### src/design/wdrt_pkg.sv
/*
  Shared constants and types for the watchdog refresh/timeout block.
  Assumes a 32-bit AXI4-Lite register bus and a slow watchdog oscillator
  that is sampled as an ordinary input in the system clock domain.
*/
package wdrt_pkg;

  // ----------------------------------------------------------------
  // Widths and counter values
  // ----------------------------------------------------------------
  localparam int WDRT_RELOAD_W = 24;
  localparam int WDRT_ADDR_W = 8;
  localparam logic [23:0] WDRT_COUNT_MAX = 24'hFFFFFF;
  localparam logic [23:0] WDRT_RELOAD_MIN = 24'h000004;
  localparam logic [23:0] WDRT_RELOAD_RST = 24'hFFFFFF;
  localparam int WDRT_OSC_TYP_HZ = 10000;

  // ----------------------------------------------------------------
  // Register offsets (byte addresses)
  // ----------------------------------------------------------------
  localparam logic [7:0] WDRT_ADDR_CTRL = 8'h00;
  localparam logic [7:0] WDRT_ADDR_STAT = 8'h04;
  localparam logic [7:0] WDRT_ADDR_RELOAD = 8'h08;
  localparam logic [7:0] WDRT_ADDR_COUNT = 8'h0C;

  // ----------------------------------------------------------------
  // Field positions and reset values
  // ----------------------------------------------------------------
  localparam int WDRT_CTRL_EN_BIT = 0;
  localparam int WDRT_CTRL_REFRESH_BIT = 1;
  localparam int WDRT_CTRL_RESP_BIT = 8;
  localparam int WDRT_STAT_TO_BIT = 0;
  localparam int WDRT_STAT_STOP_BIT = 1;
  localparam int WDRT_STAT_POR_BIT = 2;
  localparam logic WDRT_EN_RST = 1'b0;
  localparam logic WDRT_POR_RST = 1'b1;
  localparam logic WDRT_RESP_IRQ = 1'b1;
  localparam logic WDRT_RESP_RESET = 1'b0;

  // ----------------------------------------------------------------
  // Bus responses
  // ----------------------------------------------------------------
  localparam logic [1:0] WDRT_RESP_OKAY = 2'h0;
  localparam logic [1:0] WDRT_RESP_SLVERR = 2'h2;

  // ----------------------------------------------------------------
  // Types
  // ----------------------------------------------------------------
  typedef enum logic [0:0] {
    WDRT_IDLE = 1'b0,
    WDRT_RUN = 1'b1
  } wdrt_state_e;

  typedef struct packed {
    logic por;
    logic stop;
    logic timeout_flag;
  } wdrt_flags_s;

endpackage

### src/design/wdrt_tick_sync.sv
/*
  Brings the watchdog oscillator into the system clock domain and emits
  one-cycle ticks on its rising edges.
  Assumes the oscillator is far slower than aclk.
*/
`timescale 1ns/100ps
`default_nettype none
module wdrt_tick_sync
  import wdrt_pkg::*;
(
  input wire logic aclk,
  input wire logic aresetn,
  input wire logic osc_in,
  output logic tick
);
  logic meta_reg;
  logic sync_reg;
  logic last_reg;

  // Two-flop synchroniser; only the second stage feeds the edge detector.
  always_ff @(posedge aclk) begin
    if (!aresetn) begin
      meta_reg <= 1'b0;
      sync_reg <= 1'b0;
      last_reg <= 1'b0;
      tick <= 1'b0;
    end else begin
      meta_reg <= osc_in;
      sync_reg <= meta_reg;
      last_reg <= sync_reg;
      tick <= sync_reg & ~last_reg;
    end
  end
endmodule // wdrt_tick_sync
`default_nettype wire

### src/design/wdrt_counter.sv
/*
  The 24-bit watchdog down-counter with load, refresh and wrap.
  Assumes tick is a single-cycle pulse from the synchroniser.
*/
`timescale 1ns/100ps
`default_nettype none
module wdrt_counter
  import wdrt_pkg::*;
#(
  parameter int W = WDRT_RELOAD_W
) (
  input wire logic aclk,
  input wire logic aresetn,
  input wire logic enable,
  input wire logic refresh,
  input wire logic tick,
  input wire logic [W-1:0] reload_in,
  output logic [W-1:0] count,
  output logic timeout
);
  wdrt_state_e state_reg;

  // Counter state; refresh has priority over a tick in the same cycle.
  always_ff @(posedge aclk) begin
    if (!aresetn) begin
      state_reg <= WDRT_IDLE;
      count <= '0;
      timeout <= 1'b0;
    end else begin
      timeout <= 1'b0;
      unique case (state_reg)
        WDRT_IDLE: begin
          if (enable) begin
            count <= reload_in;
            state_reg <= WDRT_RUN;
          end
        end
        WDRT_RUN: begin
          if (!enable) begin
            state_reg <= WDRT_IDLE;
          end else if (refresh) begin
            count <= reload_in;
          end else if (tick) begin
            // Zero wraps to all ones; no automatic reload.
            count <= count - 1'b1;
            timeout <= (count == W'(1));
          end
        end
      endcase
    end
  end

  a_first_load: assert property (
    @(posedge aclk) disable iff (!aresetn)
    state_reg == WDRT_IDLE && enable |=> count == $past(reload_in))
    else $error("counter not loaded on first enable");
  a_refresh_load: assert property (
    @(posedge aclk) disable iff (!aresetn)
    state_reg == WDRT_RUN && enable && refresh
    |=> count == $past(reload_in))
    else $error("refresh did not reload counter");
  a_wrap_max: assert property (
    @(posedge aclk) disable iff (!aresetn)
    state_reg == WDRT_RUN && enable && !refresh && tick && count == '0
    |=> count == {W{1'b1}})
    else $error("counter did not wrap to all ones");
  a_timeout_zero: assert property (
    @(posedge aclk) disable iff (!aresetn)
    timeout |-> count == '0 && $past(tick))
    else $error("timeout without count reaching zero");
endmodule // wdrt_counter
`default_nettype wire

### src/design/wdrt_top.sv
/*
  Watchdog refresh/timeout block with an AXI4-Lite register slave.
  Assumes the CPU pulses refresh_instr when it runs its refresh
  instruction, and that the option bit is stable at reset release.
*/
// Operation
// - First enable loads the counter from the reload register.
// - Counter then decrements toward zero unless refreshed.
// - Refresh instruction reloads the counter and counting resumes.
// - Debug mode refreshes continuously so no timeout occurs.
// - Counter reaching zero is a timeout; option bit picks interrupt or reset.
// - Interrupt response raises request and sets the timeout flag.
// - After interrupt timeout the counter wraps to all ones and continues.
// - No automatic reload after timeout; only refresh, or disabling and re-enabling, restores it.
// - In stop mode, an interrupt-response timeout starts recovery and sets timeout and stop flags.
// - Reload value is 24 bits wide.
// - Power-on reset sets the power-on flag to one.
`timescale 1ns/100ps
`default_nettype none
module wdrt_top
  import wdrt_pkg::*;
#(
  parameter int AW = WDRT_ADDR_W
) (
  input wire logic aclk,
  input wire logic aresetn,
  input wire logic [AW-1:0] s_axi_awaddr,
  input wire logic s_axi_awvalid,
  output logic s_axi_awready,
  input wire logic [31:0] s_axi_wdata,
  input wire logic [3:0] s_axi_wstrb,
  input wire logic s_axi_wvalid,
  output logic s_axi_wready,
  output logic [1:0] s_axi_bresp,
  output logic s_axi_bvalid,
  input wire logic s_axi_bready,
  input wire logic [AW-1:0] s_axi_araddr,
  input wire logic s_axi_arvalid,
  output logic s_axi_arready,
  output logic [31:0] s_axi_rdata,
  output logic [1:0] s_axi_rresp,
  output logic s_axi_rvalid,
  input wire logic s_axi_rready,
  input wire logic wdog_osc,
  input wire logic refresh_instr,
  input wire logic debug_mode,
  input wire logic stop_mode,
  input wire logic timeout_response_select,
  output logic irq_req,
  output logic sys_reset_req,
  output logic stop_recover
);

  // ----------------------------------------------------------------
  // Decode helpers
  // ----------------------------------------------------------------

  // True for every address that maps a register.
  function automatic logic addr_ok(input logic [AW-1:0] a);
    addr_ok = (a == AW'(WDRT_ADDR_CTRL)) || (a == AW'(WDRT_ADDR_STAT)) ||
              (a == AW'(WDRT_ADDR_RELOAD)) || (a == AW'(WDRT_ADDR_COUNT));
  endfunction

  // Merges byte lanes of new data into old data under the strobes.
  function automatic logic [31:0] merge(input logic [31:0] old_v,
                                        input logic [31:0] new_v,
                                        input logic [3:0] strb);
    logic [31:0] r;
    r = old_v;
    for (int i = 0; i < 4; i++) begin
      if (strb[i]) begin
        r[8*i +: 8] = new_v[8*i +: 8];
      end
    end
    merge = r;
  endfunction

  // ----------------------------------------------------------------
  // Declarations
  // ----------------------------------------------------------------
  logic en_reg;
  logic [WDRT_RELOAD_W-1:0] reload_reg;
  wdrt_flags_s flags_reg;
  logic resp_sel_reg;
  logic strap_done_reg;
  logic sw_refresh_reg;
  logic aw_held_reg;
  logic w_held_reg;
  logic [AW-1:0] aw_addr_reg;
  logic [31:0] w_data_reg;
  logic [3:0] w_strb_reg;
  logic do_write;
  logic tick;
  logic timeout;
  logic refresh_any;
  logic [WDRT_RELOAD_W-1:0] count;
  logic [31:0] wr_merged;
  logic [31:0] reload_merged;
  wdrt_flags_s clr_mask;

  // ----------------------------------------------------------------
  // Oscillator tick and down-counter
  // ----------------------------------------------------------------
  wdrt_tick_sync u_sync (
    .aclk(aclk),
    .aresetn(aresetn),
    .osc_in(wdog_osc),
    .tick(tick)
  );

  // Debug mode holds the refresh asserted so the count never expires.
  assign refresh_any = refresh_instr | sw_refresh_reg | debug_mode;

  wdrt_counter #(
    .W(WDRT_RELOAD_W)
  ) u_cnt (
    .aclk(aclk),
    .aresetn(aresetn),
    .enable(en_reg),
    .refresh(refresh_any),
    .tick(tick),
    .reload_in(reload_reg),
    .count(count),
    .timeout(timeout)
  );

  // ----------------------------------------------------------------
  // Option bit capture
  // ----------------------------------------------------------------

  // Caught once after reset release; later changes of the pin are ignored.
  always_ff @(posedge aclk) begin
    if (!aresetn) begin
      resp_sel_reg <= WDRT_RESP_RESET;
      strap_done_reg <= 1'b0;
    end else if (!strap_done_reg) begin
      resp_sel_reg <= timeout_response_select;
      strap_done_reg <= 1'b1;
    end
  end

  // ----------------------------------------------------------------
  // AXI4-Lite write channel
  // ----------------------------------------------------------------
  assign do_write = aw_held_reg & w_held_reg & ~s_axi_bvalid;
  assign wr_merged = merge(32'h00000000, w_data_reg, w_strb_reg);

  // Address and data are taken independently, in either order.
  always_ff @(posedge aclk) begin
    if (!aresetn) begin
      s_axi_awready <= 1'b1;
      s_axi_wready <= 1'b1;
      aw_held_reg <= 1'b0;
      w_held_reg <= 1'b0;
      aw_addr_reg <= '0;
      w_data_reg <= 32'h00000000;
      w_strb_reg <= 4'h0;
      s_axi_bvalid <= 1'b0;
      s_axi_bresp <= WDRT_RESP_OKAY;
    end else begin
      if (s_axi_awvalid && s_axi_awready) begin
        aw_addr_reg <= s_axi_awaddr;
        aw_held_reg <= 1'b1;
        s_axi_awready <= 1'b0;
      end
      if (s_axi_wvalid && s_axi_wready) begin
        w_data_reg <= s_axi_wdata;
        w_strb_reg <= s_axi_wstrb;
        w_held_reg <= 1'b1;
        s_axi_wready <= 1'b0;
      end
      if (do_write) begin
        aw_held_reg <= 1'b0;
        w_held_reg <= 1'b0;
        s_axi_bvalid <= 1'b1;
        s_axi_bresp <= addr_ok(aw_addr_reg) ? WDRT_RESP_OKAY
                                           : WDRT_RESP_SLVERR;
      end
      // Readies re-arm only after the response, so one write at a time.
      if (s_axi_bvalid && s_axi_bready) begin
        s_axi_bvalid <= 1'b0;
        s_axi_awready <= 1'b1;
        s_axi_wready <= 1'b1;
      end
    end
  end

  // ----------------------------------------------------------------
  // Control register: enable and software refresh
  // ----------------------------------------------------------------

  // The refresh bit is a one-cycle strobe and reads back as zero.
  always_ff @(posedge aclk) begin
    if (!aresetn) begin
      en_reg <= WDRT_EN_RST;
      sw_refresh_reg <= 1'b0;
    end else begin
      sw_refresh_reg <= 1'b0;
      if (do_write && aw_addr_reg == AW'(WDRT_ADDR_CTRL) && w_strb_reg[0]) begin
        en_reg <= w_data_reg[WDRT_CTRL_EN_BIT];
        sw_refresh_reg <= w_data_reg[WDRT_CTRL_REFRESH_BIT];
      end
    end
  end

  // ----------------------------------------------------------------
  // Reload register
  // ----------------------------------------------------------------

  // Byte lanes of a reload write merge into the current value.
  assign reload_merged = merge({8'h00, reload_reg}, w_data_reg, w_strb_reg);

  // Writes take effect at the next load or refresh, not mid-count.
  always_ff @(posedge aclk) begin
    if (!aresetn) begin
      reload_reg <= WDRT_RELOAD_RST;
    end else if (do_write && aw_addr_reg == AW'(WDRT_ADDR_RELOAD)) begin
      reload_reg <= reload_merged[WDRT_RELOAD_W-1:0];
    end
  end

  // ----------------------------------------------------------------
  // Status flags and timeout response
  // ----------------------------------------------------------------
  always_comb begin
    clr_mask = '0;
    if (do_write && aw_addr_reg == AW'(WDRT_ADDR_STAT)) begin
      clr_mask.timeout_flag = wr_merged[WDRT_STAT_TO_BIT];
      clr_mask.stop = wr_merged[WDRT_STAT_STOP_BIT];
      clr_mask.por = wr_merged[WDRT_STAT_POR_BIT];
    end
  end

  // Write-one-to-clear; a timeout in the same cycle wins over the clear.
  always_ff @(posedge aclk) begin
    if (!aresetn) begin
      flags_reg.timeout_flag <= 1'b0;
      flags_reg.stop <= 1'b0;
      flags_reg.por <= WDRT_POR_RST;
      irq_req <= 1'b0;
      sys_reset_req <= 1'b0;
      stop_recover <= 1'b0;
    end else begin
      irq_req <= 1'b0;
      sys_reset_req <= 1'b0;
      stop_recover <= 1'b0;
      flags_reg <= flags_reg & ~clr_mask;
      if (timeout) begin
        if (resp_sel_reg == WDRT_RESP_IRQ) begin
          irq_req <= 1'b1;
          flags_reg.timeout_flag <= 1'b1;
          if (stop_mode) begin
            stop_recover <= 1'b1;
            flags_reg.stop <= 1'b1;
          end
        end else begin
          sys_reset_req <= 1'b1;
        end
      end
    end
  end

  // ----------------------------------------------------------------
  // AXI4-Lite read channel
  // ----------------------------------------------------------------

  // Read data is captured on the address handshake and held until taken.
  always_ff @(posedge aclk) begin
    if (!aresetn) begin
      s_axi_arready <= 1'b1;
      s_axi_rvalid <= 1'b0;
      s_axi_rdata <= 32'h00000000;
      s_axi_rresp <= WDRT_RESP_OKAY;
    end else if (s_axi_arvalid && s_axi_arready) begin
      s_axi_arready <= 1'b0;
      s_axi_rvalid <= 1'b1;
      s_axi_rresp <= addr_ok(s_axi_araddr) ? WDRT_RESP_OKAY
                                          : WDRT_RESP_SLVERR;
      s_axi_rdata <= 32'h00000000;
      if (s_axi_araddr == AW'(WDRT_ADDR_CTRL)) begin
        s_axi_rdata[WDRT_CTRL_EN_BIT] <= en_reg;
        s_axi_rdata[WDRT_CTRL_RESP_BIT] <= resp_sel_reg;
      end else if (s_axi_araddr == AW'(WDRT_ADDR_STAT)) begin
        s_axi_rdata[WDRT_STAT_TO_BIT] <= flags_reg.timeout_flag;
        s_axi_rdata[WDRT_STAT_STOP_BIT] <= flags_reg.stop;
        s_axi_rdata[WDRT_STAT_POR_BIT] <= flags_reg.por;
      end else if (s_axi_araddr == AW'(WDRT_ADDR_RELOAD)) begin
        s_axi_rdata[WDRT_RELOAD_W-1:0] <= reload_reg;
      end else if (s_axi_araddr == AW'(WDRT_ADDR_COUNT)) begin
        s_axi_rdata[WDRT_RELOAD_W-1:0] <= count;
      end
    end else if (s_axi_rvalid && s_axi_rready) begin
      s_axi_rvalid <= 1'b0;
      s_axi_arready <= 1'b1;
    end
  end

  // ----------------------------------------------------------------
  // Checks
  // ----------------------------------------------------------------
  a_por_after_reset: assert property (
    @(posedge aclk) disable iff (!aresetn)
    $rose(aresetn) |-> flags_reg.por)
    else $error("power-on flag not set after reset");
  a_irq_on_timeout: assert property (
    @(posedge aclk) disable iff (!aresetn)
    timeout && resp_sel_reg == WDRT_RESP_IRQ
    |=> irq_req && flags_reg.timeout_flag && !sys_reset_req)
    else $error("interrupt timeout missing request or flag");
  a_reset_on_timeout: assert property (
    @(posedge aclk) disable iff (!aresetn)
    timeout && resp_sel_reg == WDRT_RESP_RESET
    |=> sys_reset_req && !irq_req)
    else $error("reset timeout did not request reset");
  a_stop_recovery: assert property (
    @(posedge aclk) disable iff (!aresetn)
    timeout && resp_sel_reg == WDRT_RESP_IRQ && stop_mode
    |=> stop_recover && flags_reg.stop && flags_reg.timeout_flag)
    else $error("stop-mode timeout missed recovery");
  a_debug_no_timeout: assert property (
    @(posedge aclk) disable iff (!aresetn)
    debug_mode && $past(debug_mode) |-> !timeout)
    else $error("timeout while in debug mode");
  a_bvalid_hold: assert property (@(posedge aclk) disable iff (!aresetn)
    s_axi_bvalid && !s_axi_bready |=> s_axi_bvalid && $stable(s_axi_bresp))
    else $error("write response dropped before taken");
  a_write_answer: assert property (@(posedge aclk) disable iff (!aresetn)
    do_write |=> s_axi_bvalid && !s_axi_awready && !s_axi_wready)
    else $error("write response not raised");
  a_read_answer: assert property (@(posedge aclk) disable iff (!aresetn)
    s_axi_arvalid && s_axi_arready |=> s_axi_rvalid ##0 !s_axi_arready)
    else $error("read data not returned next cycle");

endmodule // wdrt_top
`default_nettype wire

### config.mk
export PLATFORM = sky130hd
export DESIGN_NAME = wdrt_top
export DESIGN_NICKNAME = d
export VERILOG_FILES = /design/src/design/wdrt_pkg.sv /design/src/design/wdrt_tick_sync.sv /design/src/design/wdrt_counter.sv /design/src/design/wdrt_top.sv
export SDC_FILE = /design/constraint.sdc
export NUM_CORES = 1
export LEC_CHECK = 0
export ABC_CLOCK_PERIOD_IN_PS = 3300
export BUFFER_PORTS_ARGS = -buffer_cell sky130_fd_sc_hd__buf_2
export CAP_MARGIN = 20
export CORE_MARGIN = 4
export CORE_UTILIZATION = 46
export CTS_BUF_LIST = sky130_fd_sc_hd__clkbuf_8
export DETAILED_ROUTE_END_ITERATION = 10
export PLACE_DENSITY = 0.68
export SLEW_MARGIN = 20
export SYNTH_ARGS = -nofsm -noshare
export SYNTH_HDL_FRONTEND = slang
export SYNTH_SLANG_ARGS = --single-unit
### constraint.sdc
create_clock -name aclk -period 3.3 [get_ports aclk]
set_clock_uncertainty 0.2 [all_clocks]
set_input_delay 0.825 -clock aclk [delete_from_list [all_inputs] [get_ports aclk]]
set_output_delay 0.825 -clock aclk [all_outputs]
set_load 0.005 [all_outputs]
# Word level (Yosys, flattened, before mapping)
# Index checks and enable logic that the tools add are counted.
[totals] register_bits=134 latchBits=0 mem_bits_rw=0 mem_bits_ro=0 out_inout_bits=44 elab_cells=114 mem_count=0
[classes] add_sub_neg=1 mul=0 div_mod_pow=0 magnitude_cmp=0 eq_ne=10 shift=0 muxes=29 bitwise=13 reduce_logical=28
[ops] operator="$mux 24" count=6
[ops] operator="$pmux 24 s2" count=1
[ops] operator="$eq 8x4->1 const B" count=4
[ops] operator="$eq 24x1->1 const B" count=1
[ops] operator="$sub 24x1->24 const B" count=1
[ops] operator="$mux 21" count=1
[ops] operator="$eq 8x3->1 const B" count=2
[ops] operator="$logic_not 8->1" count=2
[ops] operator="$mux 15" count=1
[ops] operator="$mux 1" count=12
[ops] operator="$reduce_and 2->1" count=5
[ops] operator="$logic_and 1x1->1" count=9
[ops] operator="$mux 3" count=3
[ops] operator="$mux 2" count=4
[ops] operator="$mux 7" count=1
[ops] operator="$logic_or 1x1->1" count=6
[ops] operator="$not 1->1" count=6
[ops] operator="$reduce_and 3->1" count=2
[ops] operator="$reduce_or 5->1" count=1
[ops] operator="$ne 2x2->1 const B" count=2
[ops] operator="$reduce_or 2->1" count=2
[ops] operator="$and 1x1->1" count=3
[ops] operator="$and 3x3->3" count=1
[ops] operator="$ne 3x3->1 const B" count=1
[ops] operator="other kinds (3)" count=4

# Longest topological paths before layout
[depth] ltp_word=9 ltp_mapped=8 mapped_depth_nobuf=7

# Modules after synthesis
# From an unflattened synthesis, not the netlist that was laid out.
[hier_totals] hier_cells=698 hier_area_um2=6184.7
[by_module_without_submodules] module="wdrt_top" instances=1 cells_per_inst=465 area_per_inst_um2=4302.9 seq_area_each_um2=2042.0
[by_module_without_submodules] module="wdrt_counter" instances=1 cells_per_inst=225 area_per_inst_um2=1770.4 seq_area_each_um2=520.5
[by_module_without_submodules] module="wdrt_tick_sync" instances=1 cells_per_inst=8 area_per_inst_um2=111.4 seq_area_each_um2=80.1

# Worst setup path before layout
# OpenSTA, ideal clock, no wires.
[synth_path] path_kind="input port to flip-flop" start="input port refresh_instr" end="register u_cnt.count[2]" setup_time_ns=0.070 t_arrival_ns=2.289 path_slack_ns=0.740 path_stages=6 cell_sequence="or4b_1 -> clkbuf_1 -> o21ai_1 -> clkbuf_1 -> o21ai_0 -> a21oi_1"
[synth_between] elab_chain_len=5 elab_cells_between_ends=7 cone_classes="1 x eq/ne; 3 x mux; 2 x bitwise; 1 x reduce/logical"
[synth_lines] item="from (decl)" line_no="wdrt_top.sv:45" rtl="input wire logic refresh_instr,"
[synth_lines] item="$or 1x1->1 (*) (2 in a row)" line_no="wdrt_top.sv:112" rtl="assign refresh_any = refresh_instr | sw_refresh_reg | debug_mode;"
[synth_lines] item="$mux 24" line_no="wdrt_counter.sv:41" rtl="end else if (refresh) begin"
[synth_lines] item="$mux 24" line_no="wdrt_counter.sv:39" rtl="if (!enable) begin"
[synth_lines] item="$pmux 24 s2" line_no="wdrt_counter.sv:31" rtl="unique case (state_reg)"
[synth_lines] item="to (signal assigned)" line_no="wdrt_counter.sv:34" rtl="count <= reload_in;"
[synth_lines] item="to (signal assigned)" line_no="wdrt_counter.sv:42" rtl="count <= reload_in;"
[synth_lines] item="to (signal assigned)" line_no="wdrt_counter.sv:45" rtl="count <= count - 1'b1;"
[synth_lines] item="to (decl)" line_no="wdrt_counter.sv:18" rtl="output logic [W-1:0] count,"
# Every way passes the cells marked *; elsewhere a longest branch is shown, timed or not. The select of a mux whose other input is x is not followed.
# A chain may end at the register's enable or synchronous reset.

# Worst setup path after layout
[layout_path] start="register u_cnt.count[0]" end="register u_cnt.count[10]"
[layout_between] elab_chain_len=5
[layout_lines] item="$sub 24x1->24" line_no="wdrt_counter.sv:45"
[layout_lines] item="$mux 24" line_no="wdrt_counter.sv:43" rtl="end else if (tick) begin"
[layout_lines] item="$mux 24" line_no="wdrt_counter.sv:41"
[layout_lines] item="$mux 24" line_no="wdrt_counter.sv:39"
[layout_lines] item="$pmux 24 s2" line_no="wdrt_counter.sv:31"
# Every way passes these cells. The select of a mux whose other input is x is not followed.

==> results.py <==
metrics = {
    "placed_design": {
        "place.gp.congestion": 0.862,
        "dp.cells": 870,
        "placedInstanceArea_mm2": 0.00620,
        "hpwl_mm": 10.2,
        "portBuffers": 88,
        "dp_worst_setup_slack_ns": 0.602,
    },
    "clocking": {
        "cts_resized": 0,
        "cts_root_buf": "clkbuf_8",
        "clk_pin_slew_ns": 0.08,
        "htreeDepth": 4,
        "cts_buffers": 17,
        "clock-sinks": 132,
        "clock_path_buffers": 2,
        "postCtsSetupRepairBufs": 0,
        "cts_tree": "built",
        "clock_latency_ns": 0.46,
        "cts_hold_buf": 0,
    },
    "critical_path": {
        "r2r_slack_ns": 0.66,
        "timing.rr.start": "u_cnt.count[0]",
        "required_ns": 3.50,
        "critPathLaunchType": "flop",
        "crit_arrival_ns": 2.84,
        "path_class": "reg2reg",
        "crit_fanout": 7,
        "r2r-end": "u_cnt.count[10]",
        "crit_end": "u_cnt.count[10]",
        "r2r_cells": 7,
        "critPathCaptureType": "flop",
        "crit_start": "u_cnt.count[0]",
    },
    "sta": {
        "hold_slack_ns": 0.191,
        "relSlewSlack_pct": 42.1,
        "finalHoldViolations": 0,
        "slew_viol_final": 0,
        "worstMarginPinSlew_ns": 0.867,
        "fmax_mhz": 379,
        "post-route-period-util_pct": 80.0,
        "fin_crit_ns": 2.64,
        "final.setup.tns_ns": 0,
        "fin_ws_ns": 0.660,
        "rsz0062_at_grt": "false",
        "finalSetupViolations": 0,
    },
    "finish": {
        "final_nets": 808,
        "finalInstanceArea_mm2": 0.00666,
        "final_util_pct": 55.4,
        "final_common_cell": "dfxtp_1",
        "syn_to_final_growth_pct": 18.0,
        "instances_no_fill": 902,
        "drive_gt1_share_pct": 20.3,
        "diodes": 0,
        "layout_common_cells": "dfxtp_1 (132), nand2_1 (129), buf_2 (88)",
    },
    "power_and_ir_drop": {
        "power.internal_mw": 2.61,
        "power_mw": 3.41,
        "p_seq_share_pct": 48.5,
        "clockPowerShare_pct": 45.9,
        "cellPowerDensity_mw_per_mm2": 512,
        "netSwitchingFraction_pct": 23.4,
        "vdd_ir_drop_max_mv": 0.294,
        "pwr-share-comb_pct": 5.5,
        "power.leakage_nw": 3.00,
        "p_sw_mw": 0.797,
    },
    "global_routing": {
        "grt_pass1_wl_mm": 23.1,
        "grt_overflow_total": 0,
        "grt_usage_pct": 20.4,
        "antenna_found_initial": 0,
        "grt_pass1_vias": 4627,
        "grt_max_degree": 28,
    },
    "job": {
        "cap_violations": 0,
    },
    "outcome": {
        "outcome": "finished, final reports clean",
    },
    "drt": {
        "routed_wl_mm": 14.2,
        "antenna_left": 0,
        "avgViaCountPerCell": 5.47,
        "avgRoutedWirePerCell_um": 15.8,
        "drcViolationCount": 0,
        "drtIter0Drc": 261,
        "vias": 4933,
        "drt-pass1-iter-count": 4,
    },
    "synth": {
        "synth_top_cell_by_area": "dfxtp_1",
        "synth-async-reset-ratio_pct": 0,
        "synth_area_leaders": "dfxtp_1 (47%), nand2_1 (8.6%), mux2i_1 (8.3%), a21oi_1 (5.1%), o21ai_0 (3.2%)",
        "synth_top_area_share_pct": 46.8,
        "syn_avg_cell_area_um2": 8.52,
        "ys_ff_latch": 132,
        "seq_area_frac_synth_pct": 46.8,
        "ys.flop_type": "dfxtp_1",
        "syn-cell-area_mm2": 0.00564,
        "yosysWarnings": 0,
        "postSynthCellCount": 662,
        "synth_edf_count": 0,
        "synth_cell_types": 62,
    },
    "floorplan": {
        "die_area_mm2": 0.0141,
        "fp.coreArea_mm2": 0.0120,
        "io_pins": 108,
        "chipWidth_um": 119,
        "start_util_pct": 47.0,
        "fp-row-count": 40,
        "die_y_um": 119,
    },
    "min_path": {
        "hold_path.class": "reg2reg",
    },
}
layer usage:
metal	global-route usage, %	vias up	routed length (um)
li1	-	2471	-
met1	27.2	2299	6640
met2	31.8	142	6510
met3	5.45	21	842
met4	7.46	0	212
met5	0	-	0
final cells by class:
cell class,count,area (um2)
Timing Repair Buffer,107,583
Tap cell,147,184
Fill cell,1113,5350
Inverter,10,37.5
Clock buffer,17,234
Sequential cell,132,2640
Clock inverter,15,228
Multi-Input combinational cell,474,2750
synth_stat cells, drive strengths merged (5+ instances only):
cell	count
nor3	17
nand2	129
nor4	7
mux2i	47
nand3	15
o21ai	39
o22ai	5
buf	12
nand4b	5
and3	5
clkbuf	43
or3	8
or4	7
a21oi	58
and2	23
dfxtp	132
o211ai	5
inv	10
a22oi	7
nor2	32
power by group through the flow:
stage	Sequential (mW)	Combinational [mW]	Clock [mW]
after global routing	1.66	0.213	1.66
after detailed placement	1.69	0.190	0
after global placement	1.69	0.185	0
final	1.65	0.188	1.57
after floorplan	1.68	0.129	0
after CTS	1.65	0.191	1.59
critical path, stage by stage (launching register included):
cell and delay [ns]:
dfxtp_1 0.38, inv_1 0.12, ha_1 0.20, or3b_2 0.47, nand3b_1 0.33, or4_2 0.61
a21oi_1 0.16, a31o_2 0.11
worst min-delay path by stage:
stage | from | end | cells past startpoint
detailed placement | u_sync.last_reg | u_sync.tick | 1
finish | u_sync.last_reg | u_sync.tick | 1
floorplan | u_sync.last_reg | u_sync.tick | 1
CTS | u_sync.last_reg | u_sync.tick | 1
global route | u_sync.last_reg | u_sync.tick | 1
global placement | u_sync.last_reg | u_sync.tick | 1
logic make-up after synthesis:
logic type / after synthesis / share of synthesized area, %
AO/OA/AOI/OAI: 146 / 15.6
flip-flops: 132 / 46.8
AND/OR/NAND/NOR: 265 / 22.8
adder cells (fa/ha/maj): 2 / 0.443
other: 1 / 0.0665
multiplexers: 50 / 9.14
buffers and inverters: 65 / 5.01
XOR/XNOR: 1 / 0.155
Note: power is estimated with default switching activity, not from simulation.
